**src/pkg/fpu_exc_consts.svh**
```systemverilog
// Offsets, field positions, reset values and format constants for the FPU exception unit.
`ifndef FPU_EXC_CONSTS_SVH
`define FPU_EXC_CONSTS_SVH

`define REG_ADDR_W 4
`define CSR_ADDR 4'h0
`define MODE_ADDR 4'h4

`define RM_W 2
`define IEEE_W 5
`define CAUSE_W 6
`define CSR_RM_LO 0
`define CSR_FLAG_LO 2
`define CSR_EN_LO 7
`define CSR_CAUSE_LO 12
`define CSR_FLUSH_BIT 24
`define MODE_FULL_REG_BIT 0

`define EXC_I 0
`define EXC_U 1
`define EXC_O 2
`define EXC_Z 3
`define EXC_V 4
`define EXC_E 5

`define RM_RST 2'h0
`define IEEE_RST 5'h00
`define CAUSE_RST 6'h00
`define WORD_ZERO 32'h0000_0000
`define DWORD_ZERO 64'h0000_0000_0000_0000

`define CMP_SIGNAL_BIT 3

`define SGL_SIGN 31
`define SGL_EXP_HI 30
`define SGL_EXP_LO 23
`define SGL_FRAC_MSB 22
`define SGL_FRAC_LO 0
`define DBL_SIGN 63
`define DBL_EXP_HI 62
`define DBL_EXP_LO 52
`define DBL_FRAC_MSB 51
`define DBL_FRAC_LO 0

`define SGL_INF 32'h7f80_0000
`define SGL_MAX 32'h7f7f_ffff
`define SGL_MIN_SUB 32'h0000_0001
`define SGL_ZERO 32'h0000_0000
`define SGL_QUIET_NAN 32'h7fbf_ffff
`define DBL_INF 64'h7ff0_0000_0000_0000
`define DBL_MAX 64'h7fef_ffff_ffff_ffff
`define DBL_MIN_SUB 64'h0000_0000_0000_0001
`define DBL_ZERO 64'h0000_0000_0000_0000
`define DBL_QUIET_NAN 64'h7ff7_ffff_ffff_ffff

`endif

```
**src/pkg/fpu_exc_pkg.sv**
```systemverilog
// Types shared by the FPU exception unit and its operand classifier.
`default_nettype none
package fpu_exc_pkg;

   typedef enum logic [3:0] {
      OP_ADD       = 4'h0,
      OP_SUB       = 4'h1,
      OP_MUL       = 4'h2,
      OP_DIV       = 4'h3,
      OP_SQRT      = 4'h4,
      OP_ABSOLUTE  = 4'h5,
      OP_NEGATE    = 4'h6,
      OP_REG_COPY  = 4'h7,
      OP_COMPARE   = 4'h8,
      OP_TO_SINGLE = 4'h9,
      OP_TO_DOUBLE = 4'ha,
      OP_TO_WORD   = 4'hb,
      OP_TO_LONG   = 4'hc
   } op_t;

   typedef enum logic [2:0] {
      FMT_SINGLE = 3'h0,
      FMT_DOUBLE = 3'h1,
      FMT_WORD   = 3'h2,
      FMT_LONG   = 3'h3
   } fmt_t;

   typedef enum logic [1:0] {
      RM_NEAREST = 2'h0,
      RM_ZERO    = 2'h1,
      RM_PLUS    = 2'h2,
      RM_MINUS   = 2'h3
   } rmode_t;

endpackage
`default_nettype wire

```
**src/pkg/operand_class_if.sv**
```systemverilog
// Classification of one floating-point operand, from classifier to exception logic.
`default_nettype none
interface operand_class_if;
   logic sign;
   logic zero;
   logic inf;
   logic nan;
   logic snan;
   logic quiet_nan;
   logic denorm;

   modport src (
      output sign,
      output zero,
      output inf,
      output nan,
      output snan,
      output quiet_nan,
      output denorm
   );

   modport dst (
      input sign,
      input zero,
      input inf,
      input nan,
      input snan,
      input quiet_nan,
      input denorm
   );
endinterface
`default_nettype wire

```
**src/rtl/fpu_exc_unit.sv**
```systemverilog
// Floating-point exception detection, default results and trap request.
//
// How it works
// - Exception sets cause; flag set if enable clear, else trap requested.
// - Sticky flags clear only by a software write of the control word.
// - Untrapped divide by zero delivers infinity signed from operand signs.
// - Untrapped invalid operation delivers a quiet NaN.
// - A taken trap suppresses destination write; sources untouched.
// - Inexact on rounding loss, overflow, or flushed underflow.
// - Overflow when rounded unbounded magnitude exceeds max; inexact too.
// - Untrapped overflow gives infinity or max finite by mode and sign.
// - Underflow sets U and I only if flushing allowed; otherwise E.
// - Invalid: inf-inf, zero times inf, 0/0, inf/inf, negative root.
// - Signaling NaN to arithmetic, compare or convert is invalid; copy isn't.
// - Signaling relational compare on unordered operands is invalid.
// - Divide by zero only with finite nonzero dividend and zero divisor.
// - Tininess judged on rounded result below smallest normal magnitude.
// - Loss of accuracy judged as an inexact result.
// - Reserved opcode, reserved format or bad format pairing traps E.
// - Denormal or quiet NaN operand traps E except compare and copy.
// - Out-of-range conversion to integer traps E regardless of enables.
// - Unimplemented always traps, cannot be masked, has no flag.
// - Writing zero cause bits clears every pending exception.
// - Overflow or flushed underflow sets inexact cause beside it.
`include "fpu_exc_consts.svh"
`default_nettype none
module fpu_exc_unit
   import fpu_exc_pkg::*;
(
   // Clock and reset
   input wire logic ref_clk,
   input wire logic arst_n,
   // Register port
   input wire logic [3:0] reg_addr,
   input wire logic [31:0] reg_wdata,
   input wire logic reg_wr,
   input wire logic reg_rd,
   output logic [31:0] reg_rdata,
   // Operation being completed
   input wire logic op_valid,
   input wire logic [3:0] op_code,
   input wire logic [2:0] op_fmt,
   input wire logic [63:0] src_a,
   input wire logic [63:0] src_b,
   input wire logic [3:0] cmp_cond,
   // Datapath result and its status
   input wire logic [63:0] res_value,
   input wire logic res_sign,
   input wire logic res_inexact,
   input wire logic res_overflow,
   input wire logic res_tiny,
   input wire logic cvt_out_of_range,
   // Toward the host pipeline
   output logic exc_req,
   output logic wb_en,
   output logic [63:0] wb_data
);

   operand_class_if cls_a ();
   operand_class_if cls_b ();

   op_t op;
   fmt_t fmt;
   rmode_t rmode;

   logic [`RM_W-1:0] rmode_r;
   logic [`IEEE_W-1:0] flags_r;
   logic [`IEEE_W-1:0] enables_r;
   logic [`CAUSE_W-1:0] cause_r;
   logic flush_to_zero_r;
   logic full_reg_mode_r;
   logic exc_req_r;
   logic wb_en_r;
   logic [63:0] wb_data_r;
   logic [31:0] rdata_r;

   logic [`IEEE_W-1:0] flags_nxt;
   logic [`IEEE_W-1:0] enables_nxt;
   logic [`CAUSE_W-1:0] cause_nxt;
   logic exc_req_nxt;
   logic [31:0] rdata_nxt;

   assign op = op_t'(op_code);
   assign fmt = fmt_t'(op_fmt);
   assign rmode = rmode_t'(rmode_r);

   // Operand classes; the classifier width follows the source format.
   logic src_dbl;
   assign src_dbl = (fmt == FMT_DOUBLE);

   operand_classifier u_cls_a (
      .value(src_a),
      .dbl(src_dbl),
      .cls(cls_a)
   );

   operand_classifier u_cls_b (
      .value(src_b),
      .dbl(src_dbl),
      .cls(cls_b)
   );

   // Operation groups.
   logic is_addsub;
   logic is_arith2;
   logic is_unary;
   logic is_cvt;
   logic is_cvt_int;
   logic is_cmp;
   logic computes;
   logic rounds;
   logic two_src;
   logic fmt_float;
   logic dst_dbl;

   assign is_addsub = (op == OP_ADD) | (op == OP_SUB);
   assign is_arith2 = is_addsub | (op == OP_MUL) | (op == OP_DIV);
   assign is_unary = (op == OP_SQRT) | (op == OP_ABSOLUTE) |
                     (op == OP_NEGATE);
   assign is_cvt_int = (op == OP_TO_WORD) | (op == OP_TO_LONG);
   assign is_cvt = (op == OP_TO_SINGLE) | (op == OP_TO_DOUBLE) | is_cvt_int;
   assign is_cmp = (op == OP_COMPARE);
   assign computes = is_arith2 | is_unary | is_cvt;
   assign rounds = is_arith2 | (op == OP_SQRT) | (op == OP_TO_SINGLE) |
                   (op == OP_TO_DOUBLE);
   assign two_src = is_arith2 | is_cmp;
   assign fmt_float = (fmt == FMT_SINGLE) | (fmt == FMT_DOUBLE);
   assign dst_dbl = (op == OP_TO_DOUBLE) |
                    ((op != OP_TO_SINGLE) & src_dbl);

   logic op_known;
   logic fmt_known;
   logic bad_pairing;
   logic e_struct;

   assign op_known = (op_code <= OP_TO_LONG);
   assign fmt_known = (op_fmt <= FMT_LONG);
   assign bad_pairing = (~fmt_float & ~is_cvt) |
                        ((op == OP_TO_SINGLE) & (fmt == FMT_SINGLE)) |
                        ((op == OP_TO_DOUBLE) & (fmt == FMT_DOUBLE)) |
                        (is_cvt_int & ~fmt_float);
   assign e_struct = ~op_known | ~fmt_known | bad_pairing;

   // Operand observations, only meaningful for floating formats.
   logic snan_any;
   logic nan_any;
   logic odd_operand;

   assign snan_any = fmt_float & (cls_a.snan | (two_src & cls_b.snan));
   assign nan_any = fmt_float & (cls_a.nan | (two_src & cls_b.nan));
   assign odd_operand = fmt_float &
                        (cls_a.denorm | cls_a.quiet_nan |
                         (two_src & (cls_b.denorm | cls_b.quiet_nan)));

   // Odd operands trap for compute and convert only.
   logic e_odd;
   assign e_odd = computes & odd_operand;

   // Integer conversion range trap, enables ignored.
   logic e_range;
   assign e_range = is_cvt_int & cvt_out_of_range;

   // Tiny rounded result; its loss shows as inexact.
   logic ovf;
   logic uf;
   logic flush_ok;
   logic e_uf;

   assign ovf = rounds & res_overflow;
   assign uf = rounds & res_tiny;
   assign flush_ok = flush_to_zero_r & ~enables_r[`EXC_U] &
                     ~enables_r[`EXC_I];
   // Underflow is unimplemented unless flushing is allowed.
   assign e_uf = uf & ~flush_ok;
   logic e_any;
   assign e_any = e_struct | e_odd | e_range | e_uf;

   logic eff_sub;
   logic v_add;
   logic v_mul;
   logic v_div;
   logic v_sqrt;
   logic v_snan;
   logic v_cmp;
   logic inv;

   assign eff_sub = cls_a.sign ^ cls_b.sign ^ (op == OP_SUB);
   assign v_add = is_addsub & cls_a.inf & cls_b.inf & eff_sub;
   assign v_mul = (op == OP_MUL) &
                  ((cls_a.zero & cls_b.inf) | (cls_a.inf & cls_b.zero));
   assign v_div = (op == OP_DIV) &
                  ((cls_a.zero & cls_b.zero) | (cls_a.inf & cls_b.inf));
   assign v_sqrt = (op == OP_SQRT) & cls_a.sign & ~cls_a.zero & ~cls_a.nan;
   assign v_snan = (computes | is_cmp) & snan_any;
   assign v_cmp = is_cmp & nan_any & cmp_cond[`CMP_SIGNAL_BIT];
   assign inv = fmt_float & (v_add | v_mul | v_div | v_sqrt | v_snan | v_cmp);

   // Divide by zero with finite nonzero dividend.
   logic dz;
   assign dz = fmt_float & (op == OP_DIV) & cls_b.zero & ~cls_a.zero &
               ~cls_a.inf & ~cls_a.nan;

   logic [`IEEE_W-1:0] ieee;
   assign ieee[`EXC_I] = (rounds & res_inexact) | ovf | (uf & flush_ok);
   assign ieee[`EXC_U] = uf & flush_ok;
   assign ieee[`EXC_O] = ovf;
   assign ieee[`EXC_Z] = dz;
   assign ieee[`EXC_V] = inv;
   // Unimplemented displaces the IEEE causes and is never masked.
   logic [`CAUSE_W-1:0] new_cause;
   logic trap_now;
   logic [`IEEE_W-1:0] flag_set;
   assign new_cause = e_any ? `CAUSE_W'(1 << `EXC_E) : {1'b0, ieee};
   // Trap whenever a valid operation leaves the request set, risen or not.
   assign trap_now = op_valid & exc_req_nxt;
   assign flag_set = (op_valid & ~e_any) ? (ieee & ~enables_r) : `IEEE_RST;

   // Default results for the destination format.
   function automatic logic [63:0] fmt_value(
      input logic dbl,
      input logic sgn,
      input logic [63:0] dval,
      input logic [31:0] sval
   );
      logic [63:0] v;
      v = dbl ? dval : {{32{1'b0}}, sval};
      if (dbl) begin
         v[`DBL_SIGN] = sgn;
      end else begin
         v[`SGL_SIGN] = sgn;
      end
      return v;
   endfunction

   logic dz_sign;
   logic ovf_to_inf;
   logic uf_to_min;
   logic [63:0] quiet_nan_val;
   logic [63:0] dz_val;
   logic [63:0] ovf_val;
   logic [63:0] uf_val;
   logic [63:0] deliver;

   assign dz_sign = cls_a.sign ^ cls_b.sign;
   // Overflow target from rounding mode and sign.
   assign ovf_to_inf = (rmode == RM_NEAREST) |
                       ((rmode == RM_PLUS) & ~res_sign) |
                       ((rmode == RM_MINUS) & res_sign);
   assign uf_to_min = ((rmode == RM_PLUS) & ~res_sign) |
                      ((rmode == RM_MINUS) & res_sign);
   // Quiet NaN carries a clear fraction MSB here.
   assign quiet_nan_val = fmt_value(dst_dbl, 1'b0, `DBL_QUIET_NAN,
                                    `SGL_QUIET_NAN);
   assign dz_val = fmt_value(dst_dbl, dz_sign, `DBL_INF, `SGL_INF);
   assign ovf_val = ovf_to_inf ?
                    fmt_value(dst_dbl, res_sign, `DBL_INF, `SGL_INF) :
                    fmt_value(dst_dbl, res_sign, `DBL_MAX, `SGL_MAX);
   assign uf_val = uf_to_min ?
                   fmt_value(dst_dbl, res_sign, `DBL_MIN_SUB, `SGL_MIN_SUB) :
                   fmt_value(dst_dbl, res_sign, `DBL_ZERO, `SGL_ZERO);
   assign deliver = inv ? quiet_nan_val :
                    dz ? dz_val :
                    ovf ? ovf_val :
                    uf ? uf_val :
                    res_value;

   // Register decode.
   logic csr_wr;
   logic mode_wr;
   logic [31:0] csr_word;
   logic [31:0] mode_word;

   assign csr_wr = reg_wr & (reg_addr == `CSR_ADDR);
   assign mode_wr = reg_wr & (reg_addr == `MODE_ADDR);

   always_comb begin
      csr_word = `WORD_ZERO;
      csr_word[`CSR_RM_LO +: `RM_W] = rmode_r;
      csr_word[`CSR_FLAG_LO +: `IEEE_W] = flags_r;
      csr_word[`CSR_EN_LO +: `IEEE_W] = enables_r;
      csr_word[`CSR_CAUSE_LO +: `CAUSE_W] = cause_r;
      csr_word[`CSR_FLUSH_BIT] = flush_to_zero_r;
      mode_word = `WORD_ZERO;
      mode_word[`MODE_FULL_REG_BIT] = full_reg_mode_r;
   end

   assign rdata_nxt = ~reg_rd ? `WORD_ZERO :
                      (reg_addr == `CSR_ADDR) ? csr_word :
                      (reg_addr == `MODE_ADDR) ? mode_word :
                      `WORD_ZERO;

   // Only a control write lowers a flag; a same-cycle event wins.
   assign flags_nxt = (csr_wr ? reg_wdata[`CSR_FLAG_LO +: `IEEE_W] : flags_r) |
                      flag_set;
   assign enables_nxt = csr_wr ? reg_wdata[`CSR_EN_LO +: `IEEE_W] : enables_r;

   // Each operation replaces the cause field; a colliding write merges in.
   logic [`CAUSE_W-1:0] op_cause;
   assign op_cause = op_valid ? new_cause : `CAUSE_RST;
   assign cause_nxt = csr_wr ?
                      (reg_wdata[`CSR_CAUSE_LO +: `CAUSE_W] | op_cause) :
                      (op_valid ? new_cause : cause_r);

   // Request follows pending causes, so writing zero cause drops it.
   assign exc_req_nxt = cause_nxt[`EXC_E] |
                        (|(cause_nxt[`IEEE_W-1:0] & enables_nxt));

   always_ff @(posedge ref_clk or negedge arst_n) begin
      if (!arst_n) begin
         rmode_r <= `RM_RST;
         flush_to_zero_r <= 1'b0;
         full_reg_mode_r <= 1'b0;
      end else begin
         if (csr_wr) begin
            rmode_r <= reg_wdata[`CSR_RM_LO +: `RM_W];
            flush_to_zero_r <= reg_wdata[`CSR_FLUSH_BIT];
         end
         if (mode_wr) begin
            full_reg_mode_r <= reg_wdata[`MODE_FULL_REG_BIT];
         end
      end
   end

   always_ff @(posedge ref_clk or negedge arst_n) begin
      if (!arst_n) begin
         flags_r <= `IEEE_RST;
         enables_r <= `IEEE_RST;
         cause_r <= `CAUSE_RST;
         exc_req_r <= 1'b0;
      end else begin
         flags_r <= flags_nxt;
         enables_r <= enables_nxt;
         cause_r <= cause_nxt;
         exc_req_r <= exc_req_nxt;
      end
   end

   // The old destination value is held on a trap, never overwritten.
   always_ff @(posedge ref_clk or negedge arst_n) begin
      if (!arst_n) begin
         wb_en_r <= 1'b0;
         wb_data_r <= `DWORD_ZERO;
         rdata_r <= `WORD_ZERO;
      end else begin
         // No writeback when the trap is taken.
         wb_en_r <= op_valid & ~trap_now & ~is_cmp;
         if (op_valid & ~trap_now & ~is_cmp) begin
            wb_data_r <= deliver;
         end
         rdata_r <= rdata_nxt;
      end
   end

   assign reg_rdata = rdata_r;
   assign exc_req = exc_req_r;
   assign wb_en = wb_en_r;
   assign wb_data = wb_data_r;
endmodule
`default_nettype wire

```
**src/rtl/operand_classifier.sv**
```systemverilog
// Splits a single or double operand into zero, infinity, NaN and denormal classes.
`include "fpu_exc_consts.svh"
`default_nettype none
module operand_classifier
   import fpu_exc_pkg::*;
(
   // Operand and its width
   input wire logic [63:0] value,
   input wire logic dbl,
   // Class of the operand
   operand_class_if.src cls
);

   logic exp_ones;
   logic exp_zero;
   logic frac_zero;
   logic frac_msb;

   assign exp_ones = dbl ? &value[`DBL_EXP_HI:`DBL_EXP_LO]
                         : &value[`SGL_EXP_HI:`SGL_EXP_LO];
   assign exp_zero = dbl ? ~|value[`DBL_EXP_HI:`DBL_EXP_LO]
                         : ~|value[`SGL_EXP_HI:`SGL_EXP_LO];
   assign frac_zero = dbl ? ~|value[`DBL_FRAC_MSB:`DBL_FRAC_LO]
                          : ~|value[`SGL_FRAC_MSB:`SGL_FRAC_LO];
   assign frac_msb = dbl ? value[`DBL_FRAC_MSB] : value[`SGL_FRAC_MSB];

   assign cls.sign = dbl ? value[`DBL_SIGN] : value[`SGL_SIGN];
   assign cls.zero = exp_zero & frac_zero;
   assign cls.denorm = exp_zero & ~frac_zero;
   assign cls.inf = exp_ones & frac_zero;
   assign cls.nan = exp_ones & ~frac_zero;
   // In this number system a set fraction MSB marks the signaling kind.
   assign cls.snan = exp_ones & ~frac_zero & frac_msb;
   assign cls.quiet_nan = exp_ones & ~frac_zero & ~frac_msb;

endmodule
`default_nettype wire

```
**config.mk**
```make
export PLATFORM = sky130hd
export DESIGN_NAME = fpu_exc_unit
export DESIGN_NICKNAME = d
export VERILOG_FILES = /design/src/pkg/fpu_exc_pkg.sv /design/src/pkg/operand_class_if.sv /design/src/rtl/fpu_exc_unit.sv /design/src/rtl/operand_classifier.sv
export VERILOG_INCLUDE_DIRS = /design/src /design/src/pkg
export SDC_FILE = /design/constraint.sdc
export NUM_CORES = 1
export LEC_CHECK = 0
export BUFFER_PORTS_ARGS = -buffer_cell sky130_fd_sc_hd__buf_2
export CORE_ASPECT_RATIO = 0.7
export CORE_MARGIN = 2
export CORE_UTILIZATION = 40
export CTS_CLUSTER_SIZE = 14
export DETAILED_ROUTE_END_ITERATION = 7
export MAX_ROUTING_LAYER = met4
export PLACE_DENSITY = 0.77
export SYNTH_ARGS = -nofsm -noshare
export SYNTH_HDL_FRONTEND = slang
export SYNTH_HIERARCHICAL = 1
export SYNTH_SLANG_ARGS = --single-unit
```
**constraint.sdc**
```tcl
create_clock -name ref_clk -period 2.75 [get_ports ref_clk]
set_input_delay 0.825 -clock ref_clk [delete_from_list [all_inputs] [get_ports ref_clk]]
set_output_delay 0.825 -clock ref_clk [all_outputs]
set_load 0.1 [all_outputs]
```
* Word-level counts from Yosys, hierarchy flattened
Cells that the tools add are included.
** Cells by class
- Magnitude comparators :: 2
- Bitwise logic cells :: 129
- Reductions and logical operators :: 25
- Equality and inequality tests :: 16
- Mux-type cells :: 38
** Operators with widths (number)
- 64-bit 2-to-1 mux :: 5
- 63-bit 2-to-1 mux :: 3
- 52-bit OR reduction :: 2
- 1-bit bitwise AND :: 61
- 25-bit 2-to-1 mux :: 2
- 23-bit OR reduction :: 2
- 1-bit bitwise OR :: 43
- 6-bit 2-to-1 mux :: 4
- 11-bit AND reduction :: 2
- 11-bit OR reduction :: 2
- 1-bit 2-to-1 mux :: 21
- 4-bit == test (second input constant) :: 5
- 1-bit inverter :: 18
- 4-bit by 3-bit == test with 1-bit output (second input constant) :: 4
- 8-bit AND reduction :: 2
- 8-bit OR reduction :: 2
- 5-bit 2-to-1 mux :: 3
- 5-bit bitwise AND :: 2
- 4-bit by 2-bit == test with 1-bit output (second input constant) :: 2
- 1-bit zero test :: 8
- 4-bit zero test :: 2
- 6-bit bitwise OR :: 1
- 5-bit inverter :: 1
- 5-bit bitwise OR :: 1
- 10 further kinds :: 12
** Storage, ports and cells
- Output and inout port bits :: 98
- Word-level logic and storage cells :: 220
- Bits in registers :: 111
- Input bits :: 249

* Longest topological paths before layout
- Depth in word-level cells :: 25
- Depth in mapped cells :: 16
- Mapped depth without buffers :: 13

* Modules after synthesis
Netlist, hierarchy kept.
** By module, submodules not included
- fpu_exc_unit :: instances 1, seq. area each 2627.5 µm², cells an instance 528, area an instance 5721.7 µm²
- operand_classifier :: instances 2, seq. area each 0.0 µm², cells an instance 45, area an instance 289.0 µm²

* Least setup slack after synthesis
Ideal clock, no wire load.
- Kind :: input-to-reg
- Start :: in op_fmt[1]
- End :: reg wb_data_r[15] (netlist: wb_data[15])
- Setup slack :: -1420 ps
- Setup time :: 126 ps
- Stages :: 16
- Data arrival time :: 4043 ps
- Required time :: 2624 ps
- Path buffers :: 3
- Cell sequence :: nor2_1 > and2_1 > buf_2 > nand4_1 > nor3_1 > nor2_1 > nor4b_2 > nand4bb_1 > or4_1 > o2111ai_1 > o211ai_1 > a311oi_1 > nor4_2 > buf_6 > buf_12 > mux2_4
** On the way
- Elaborated cells between the ends (all ways) :: 103
- Classes of those cells :: 1 x order compare; 1 x eq/ne; 16 x mux; 83 x bitwise; 2 x reduce/logical
** RTL lines
- start: declaration :: line fpu_exc_unit.sv:42 : input wire logic [2:0] op_fmt,
- 3-bit by 1-bit == test with 1-bit output (*) :: line fpu_exc_unit.sv:89 : assign src_dbl = (fmt == FMT_DOUBLE);
- via src_dbl :: line fpu_exc_unit.sv:88 : logic src_dbl;
- 1-bit 2-to-1 mux, on equally long branches :: line operand_classifier.sv:19, operand_classifier.sv:23
- 1-bit bitwise AND (*) :: line operand_classifier.sv:30 : assign cls.inf = exp_ones & frac_zero;
- via cls_a.inf :: line operand_class_if.sv:6 : logic inf;
- 1-bit bitwise AND, on equally long branches :: line fpu_exc_unit.sv:188, fpu_exc_unit.sv:190
- 1-bit bitwise AND / 1-bit bitwise OR (equally long branches) :: line fpu_exc_unit.sv:188, fpu_exc_unit.sv:190
- 1-bit bitwise AND, on equally long branches :: line fpu_exc_unit.sv:188, fpu_exc_unit.sv:189
- [8 not listed]
- 6-bit bitwise OR :: line fpu_exc_unit.sv:301 : (reg_wdata[`CSR_CAUSE_LO +: `CAUSE_W] | op_cause) :
- 6-bit 2-to-1 mux :: line fpu_exc_unit.sv:300 : assign cause_nxt = csr_wr ?
- 5-bit bitwise AND :: line fpu_exc_unit.sv:306 : (|(cause_nxt[`IEEE_W-1:0] & enables_nxt));
- 5-bit OR reduction :: line fpu_exc_unit.sv:306
- 1-bit bitwise OR :: line fpu_exc_unit.sv:305 : assign exc_req_nxt = cause_nxt[`EXC_E] |
- 1-bit bitwise AND :: line fpu_exc_unit.sv:215 : assign trap_now = op_valid & exc_req_nxt;
- 1-bit inverter :: line fpu_exc_unit.sv:347 : if (op_valid & ~trap_now & ~is_cmp) begin
- 1-bit bitwise AND (2 in series) :: line fpu_exc_unit.sv:347
- end signal: assignment :: line fpu_exc_unit.sv:342 : wb_data_r <= `DWORD_ZERO;
- end signal: assignment :: line fpu_exc_unit.sv:348 : wb_data_r <= deliver;
- end: declaration :: line fpu_exc_unit.sv:74 : logic [63:0] wb_data_r;
The timed path passes the listed nets; every way through them passes the cells marked *.
A chain may end at the register's enable or synchronous reset.

* Worst setup path after layout
- Start :: in op_fmt[2]
- End :: reg wb_data_r[40] (netlist: wb_data[40])
** On the way
- Elaborated cells between the ends (all ways) :: 109
- Classes of those cells :: 1 x order compare; 1 x eq/ne; 20 x mux; 85 x bitwise; 2 x reduce/logical
** RTL lines
- 3-bit by 1-bit == test with 1-bit output (*) :: line fpu_exc_unit.sv:89
- via src_dbl :: line fpu_exc_unit.sv:88
- 1-bit 2-to-1 mux, on equally long branches :: line operand_classifier.sv:19, operand_classifier.sv:23
- 1-bit bitwise AND (*) :: line operand_classifier.sv:30
- via cls_b.inf :: line operand_class_if.sv:6
- 1-bit bitwise AND :: line fpu_exc_unit.sv:190 : ((cls_a.zero & cls_b.inf) | (cls_a.inf & cls_b.zero));
- 1-bit bitwise OR :: line fpu_exc_unit.sv:190
- 1-bit bitwise AND :: line fpu_exc_unit.sv:189 : assign v_mul = (op == OP_MUL) &
- [8 not listed]
- 6-bit bitwise OR :: line fpu_exc_unit.sv:301
- 6-bit 2-to-1 mux :: line fpu_exc_unit.sv:300
- 5-bit bitwise AND :: line fpu_exc_unit.sv:306
- 5-bit OR reduction :: line fpu_exc_unit.sv:306
- 1-bit bitwise OR :: line fpu_exc_unit.sv:305
- 1-bit bitwise AND :: line fpu_exc_unit.sv:215
- 1-bit inverter :: line fpu_exc_unit.sv:347
- 1-bit bitwise AND (2 in series) :: line fpu_exc_unit.sv:347
Marked as above.

==> reports/results.tsv <==
metric	value	unit
initial core utilization	40.8	%
final-report setup violation count	74	
Yosys warnings	6	
top-area cell type share of the netlist area	41.7	%
final core utilization	60.1	%
Final Cell Area	0.00928	mm²
clk root buf	clkbuf_16	
WL/cell	18.2	µm
Fin Setup TNS	-61.31	ns
final worst slack	-0.967	ns
total power per unit cell area	766	mW/mm²
routed vias	6501	
clk_skew	0.00987	ns
failing checks	setup timing	
Mean Syn Cell Area	10.2	µm²
Max Cap Violations	0	
drt pass-1 iters	5	
Max Root-Sink Buffers	2	
Reg clk slew, reported paths	0.07	ns
vias in the first global route	6312	
final worst path period need	3.72	ns
VDD IR max	0.000768	V
FF-to-FF path depth	8	
Worst-Skew Late Latency	0.34	ns
largest net degree at the start of global routing	43	
final RePlAce weighted congestion	0.975	
RSZ-0062 raised after global routing	true	
Antenna Nets Post-Route	0	
Leak	4.59	nW
register area share after synthesis	41.7	%
period utilization	135	%
ranking of synthesized cells by area	dfrtp_1 (42%), mux2_4 (11%), a21oi_1 (5.9%), o21ai_0 (5.1%), mux2_2 (4.1%)	
Core ar.	0.0155	mm²
Hold Crit Class	in -> async	
initial antenna violation count	3	
f_max	269	MHz
most common library cells after synthesis	dfrtp_1 (105), a21oi_1 (74), o21ai_0 (64)	
Buffers on Ports	317	
Relative slew margins	54.5	%
Seq cells post-synth	105	
placed cells	1189	
total gr overflow	0	
hpwl dp	17.1	mm
vias per cell	5.32	
Fin. Hold Viols	0	
total wire length	22.2	mm
cells after synthesis	618	
ys flop type	dfrtp_1	
status	finished with violations	
Synth-to-Final Area Change	47.3	%
Pwr Total	7.11	mW
Overall Global Routing Usage	26.5	%
Die Y	109	µm
DRC viols	0	
Yosys cell types	65	
die area	0.0168	mm²
first-pass GRT wire length	33.7	mm
share of cells above drive strength 1	54.7	%
Non-Filler Instances	1221	
# rows	38	
r2r setup slk	0.06	ns
Post-Syn Area	0.00630	mm²
CTS buffer count	9	
placed inst area	0.00870	mm²
CTS tree	built	
Worst EP arrival	3.94	ns
area leader, netlist	dfrtp_1	
startpoint types	input port	
Post-synth EDFFs	0	
chip width	154	µm
asr flop ratio synth	100	%
H-tree levels	3	
reg2reg start	enables_r[1]$_DFF_PN0_	
Slew Limit Fails	0	
Ports	347	
hold_buf cts	0	
clk sinks	105	
critical path class	in -> reg	
Critical Path RT	2.97	ns
FF-to-FF End	wb_data[12]$_DFFE_PN0P_	
Worst Max-Slew Pin Slew	0.673	ns
count leader, synth	dfrtp_1	
crit-path max FO	21	
1st-iter DRT viols	410	
number of nets in the layout	1266	
Worst setup EP type	flop	
## registers in the layout, indices dropped and copies added, names as in the netlist
name,count
full_reg_mode_r,1
flush_to_zero_r,1
rmode,2
enables_r,5
reg_rdata,19
cause_r,6
flags_r,5
wb_en,1
wb_data,64
exc_req,1
## where the power goes
| group | switching, mW | total [mW] | leakage (nW) | internal, mW |
|---|---|---|---|---|
| Combinational | 2.88 | 3.82 | 3.14 | 0.936 |
| Sequential | 0.220 | 2.11 | 1.33 | 1.89 |
| Clock | 0.569 | 1.18 | 0.118 | 0.612 |
## final cells by class
class | count | area, µm²
clock inverters | 4 | 31.3
clock buffers | 11 | 233
diodes | 3 | 7.51
inverters | 12 | 45.0
fillers | 1325 | 6170
well taps | 200 | 250
flip-flops and latches | 105 | 2630
multi-input cells | 460 | 3560
repair buffers | 426 | 2520
## kinds of logic (layout without fill, tap and decap cells)
family	count (synthesis)	after routing	synth area share (%)
buffers and inverters	66	453	6.47
adders and majority gates	3	3	0.596
AOI/OAI and AO/OA	187	187	17.5
xor gates and xnor gates	4	4	0.556
muxes	84	84	17.6
DFF	105	105	41.7
and+or+nand+nor	168	169	15.5
other	1	16	0.0595
## metal layers
metal / GRT usage (%) / up-vias / routed length (µm)
met5: - / - / 0
met1: 35.2 / 3130 / 9830
met3: 7.07 / 41 / 1740
met2: 40.3 / 275 / 10200
li1: - / 3055 / -
met4: 7.48 / 0 / 513
## critical path, cell delays in order
cell and delay [ns]:
buf_8 0.10, nor2_4 0.14, and2_4 0.22, nand4_1 0.11
nor3_2 0.22, nor2_1 0.13, nor4b_4 0.30, nand4bb_1 0.11
or4_1 0.44, o2111ai_2 0.14, o211ai_1 0.14, a311oi_2 0.34
nor4_4 0.06, buf_6 0.17, buf_12 0.17, mux2_4 0.32
## cells in the final DEF, fill, tap and decap left out, drive strengths merged, types with 4 or more instances in the layout
cell      n
a22oi     4
o21a      4
nand3    10
nor2     22
mux2i    13
dfrtp   105
clkbuf   11
and2     22
and3      7
a21boi    4
conb     13
nor4b     4
nand2    28
mux2     71
nand4    13
nor4     29
a21oi    74
nor3b     8
buf     426
o31ai    11
inv      12
nor3      8
o21ai    69
## metrics by stage
stage          hold slack [ns]  worst slack [ns]
2_1_floorplan            0.444            -0.985
4_1_cts                  0.473            -0.907
6_report                 0.461            -0.967
5_1_grt                  0.491             -1.13
3_3_place_gp             0.458             -1.29
3_5_place_dp             0.463             -1.41
## worst max path at each step
stage / cells after the start / startpoint / endpoint / slack (ns)
6_report: 16 / op_fmt[2] / wb_data[40]$_DFFE_PN0P_ / -0.97
5_1_grt: 15 / src_a[26] / wb_data[42]$_DFFE_PN0P_ / -1.13
4_1_cts: 16 / op_fmt[2] / wb_data[40]$_DFFE_PN0P_ / -0.91
3_5_place_dp: 14 / op_fmt[2] / wb_data[56]$_DFFE_PN0P_ / -1.41
3_3_place_gp: 15 / op_fmt[2] / wb_data[16]$_DFFE_PN0P_ / -1.29
2_1_floorplan: 16 / op_fmt[2] / wb_data[15]$_DFFE_PN0P_ / -0.99
## repair_timing
| action | 4_1_cts | 5_1_grt |
|---|---|---|
| gates cloned | 1 | 0 |
| resized for setup | 15 | 25 |
| pin swaps | 11 | 14 |
| buffers inserted | 6 | 7 |
| endpoints found under the hold margin | 0 | 0 |
| setup endpoints to repair | 74 | 77 |
No activity file was read; power rests on OpenSTA's default activity.
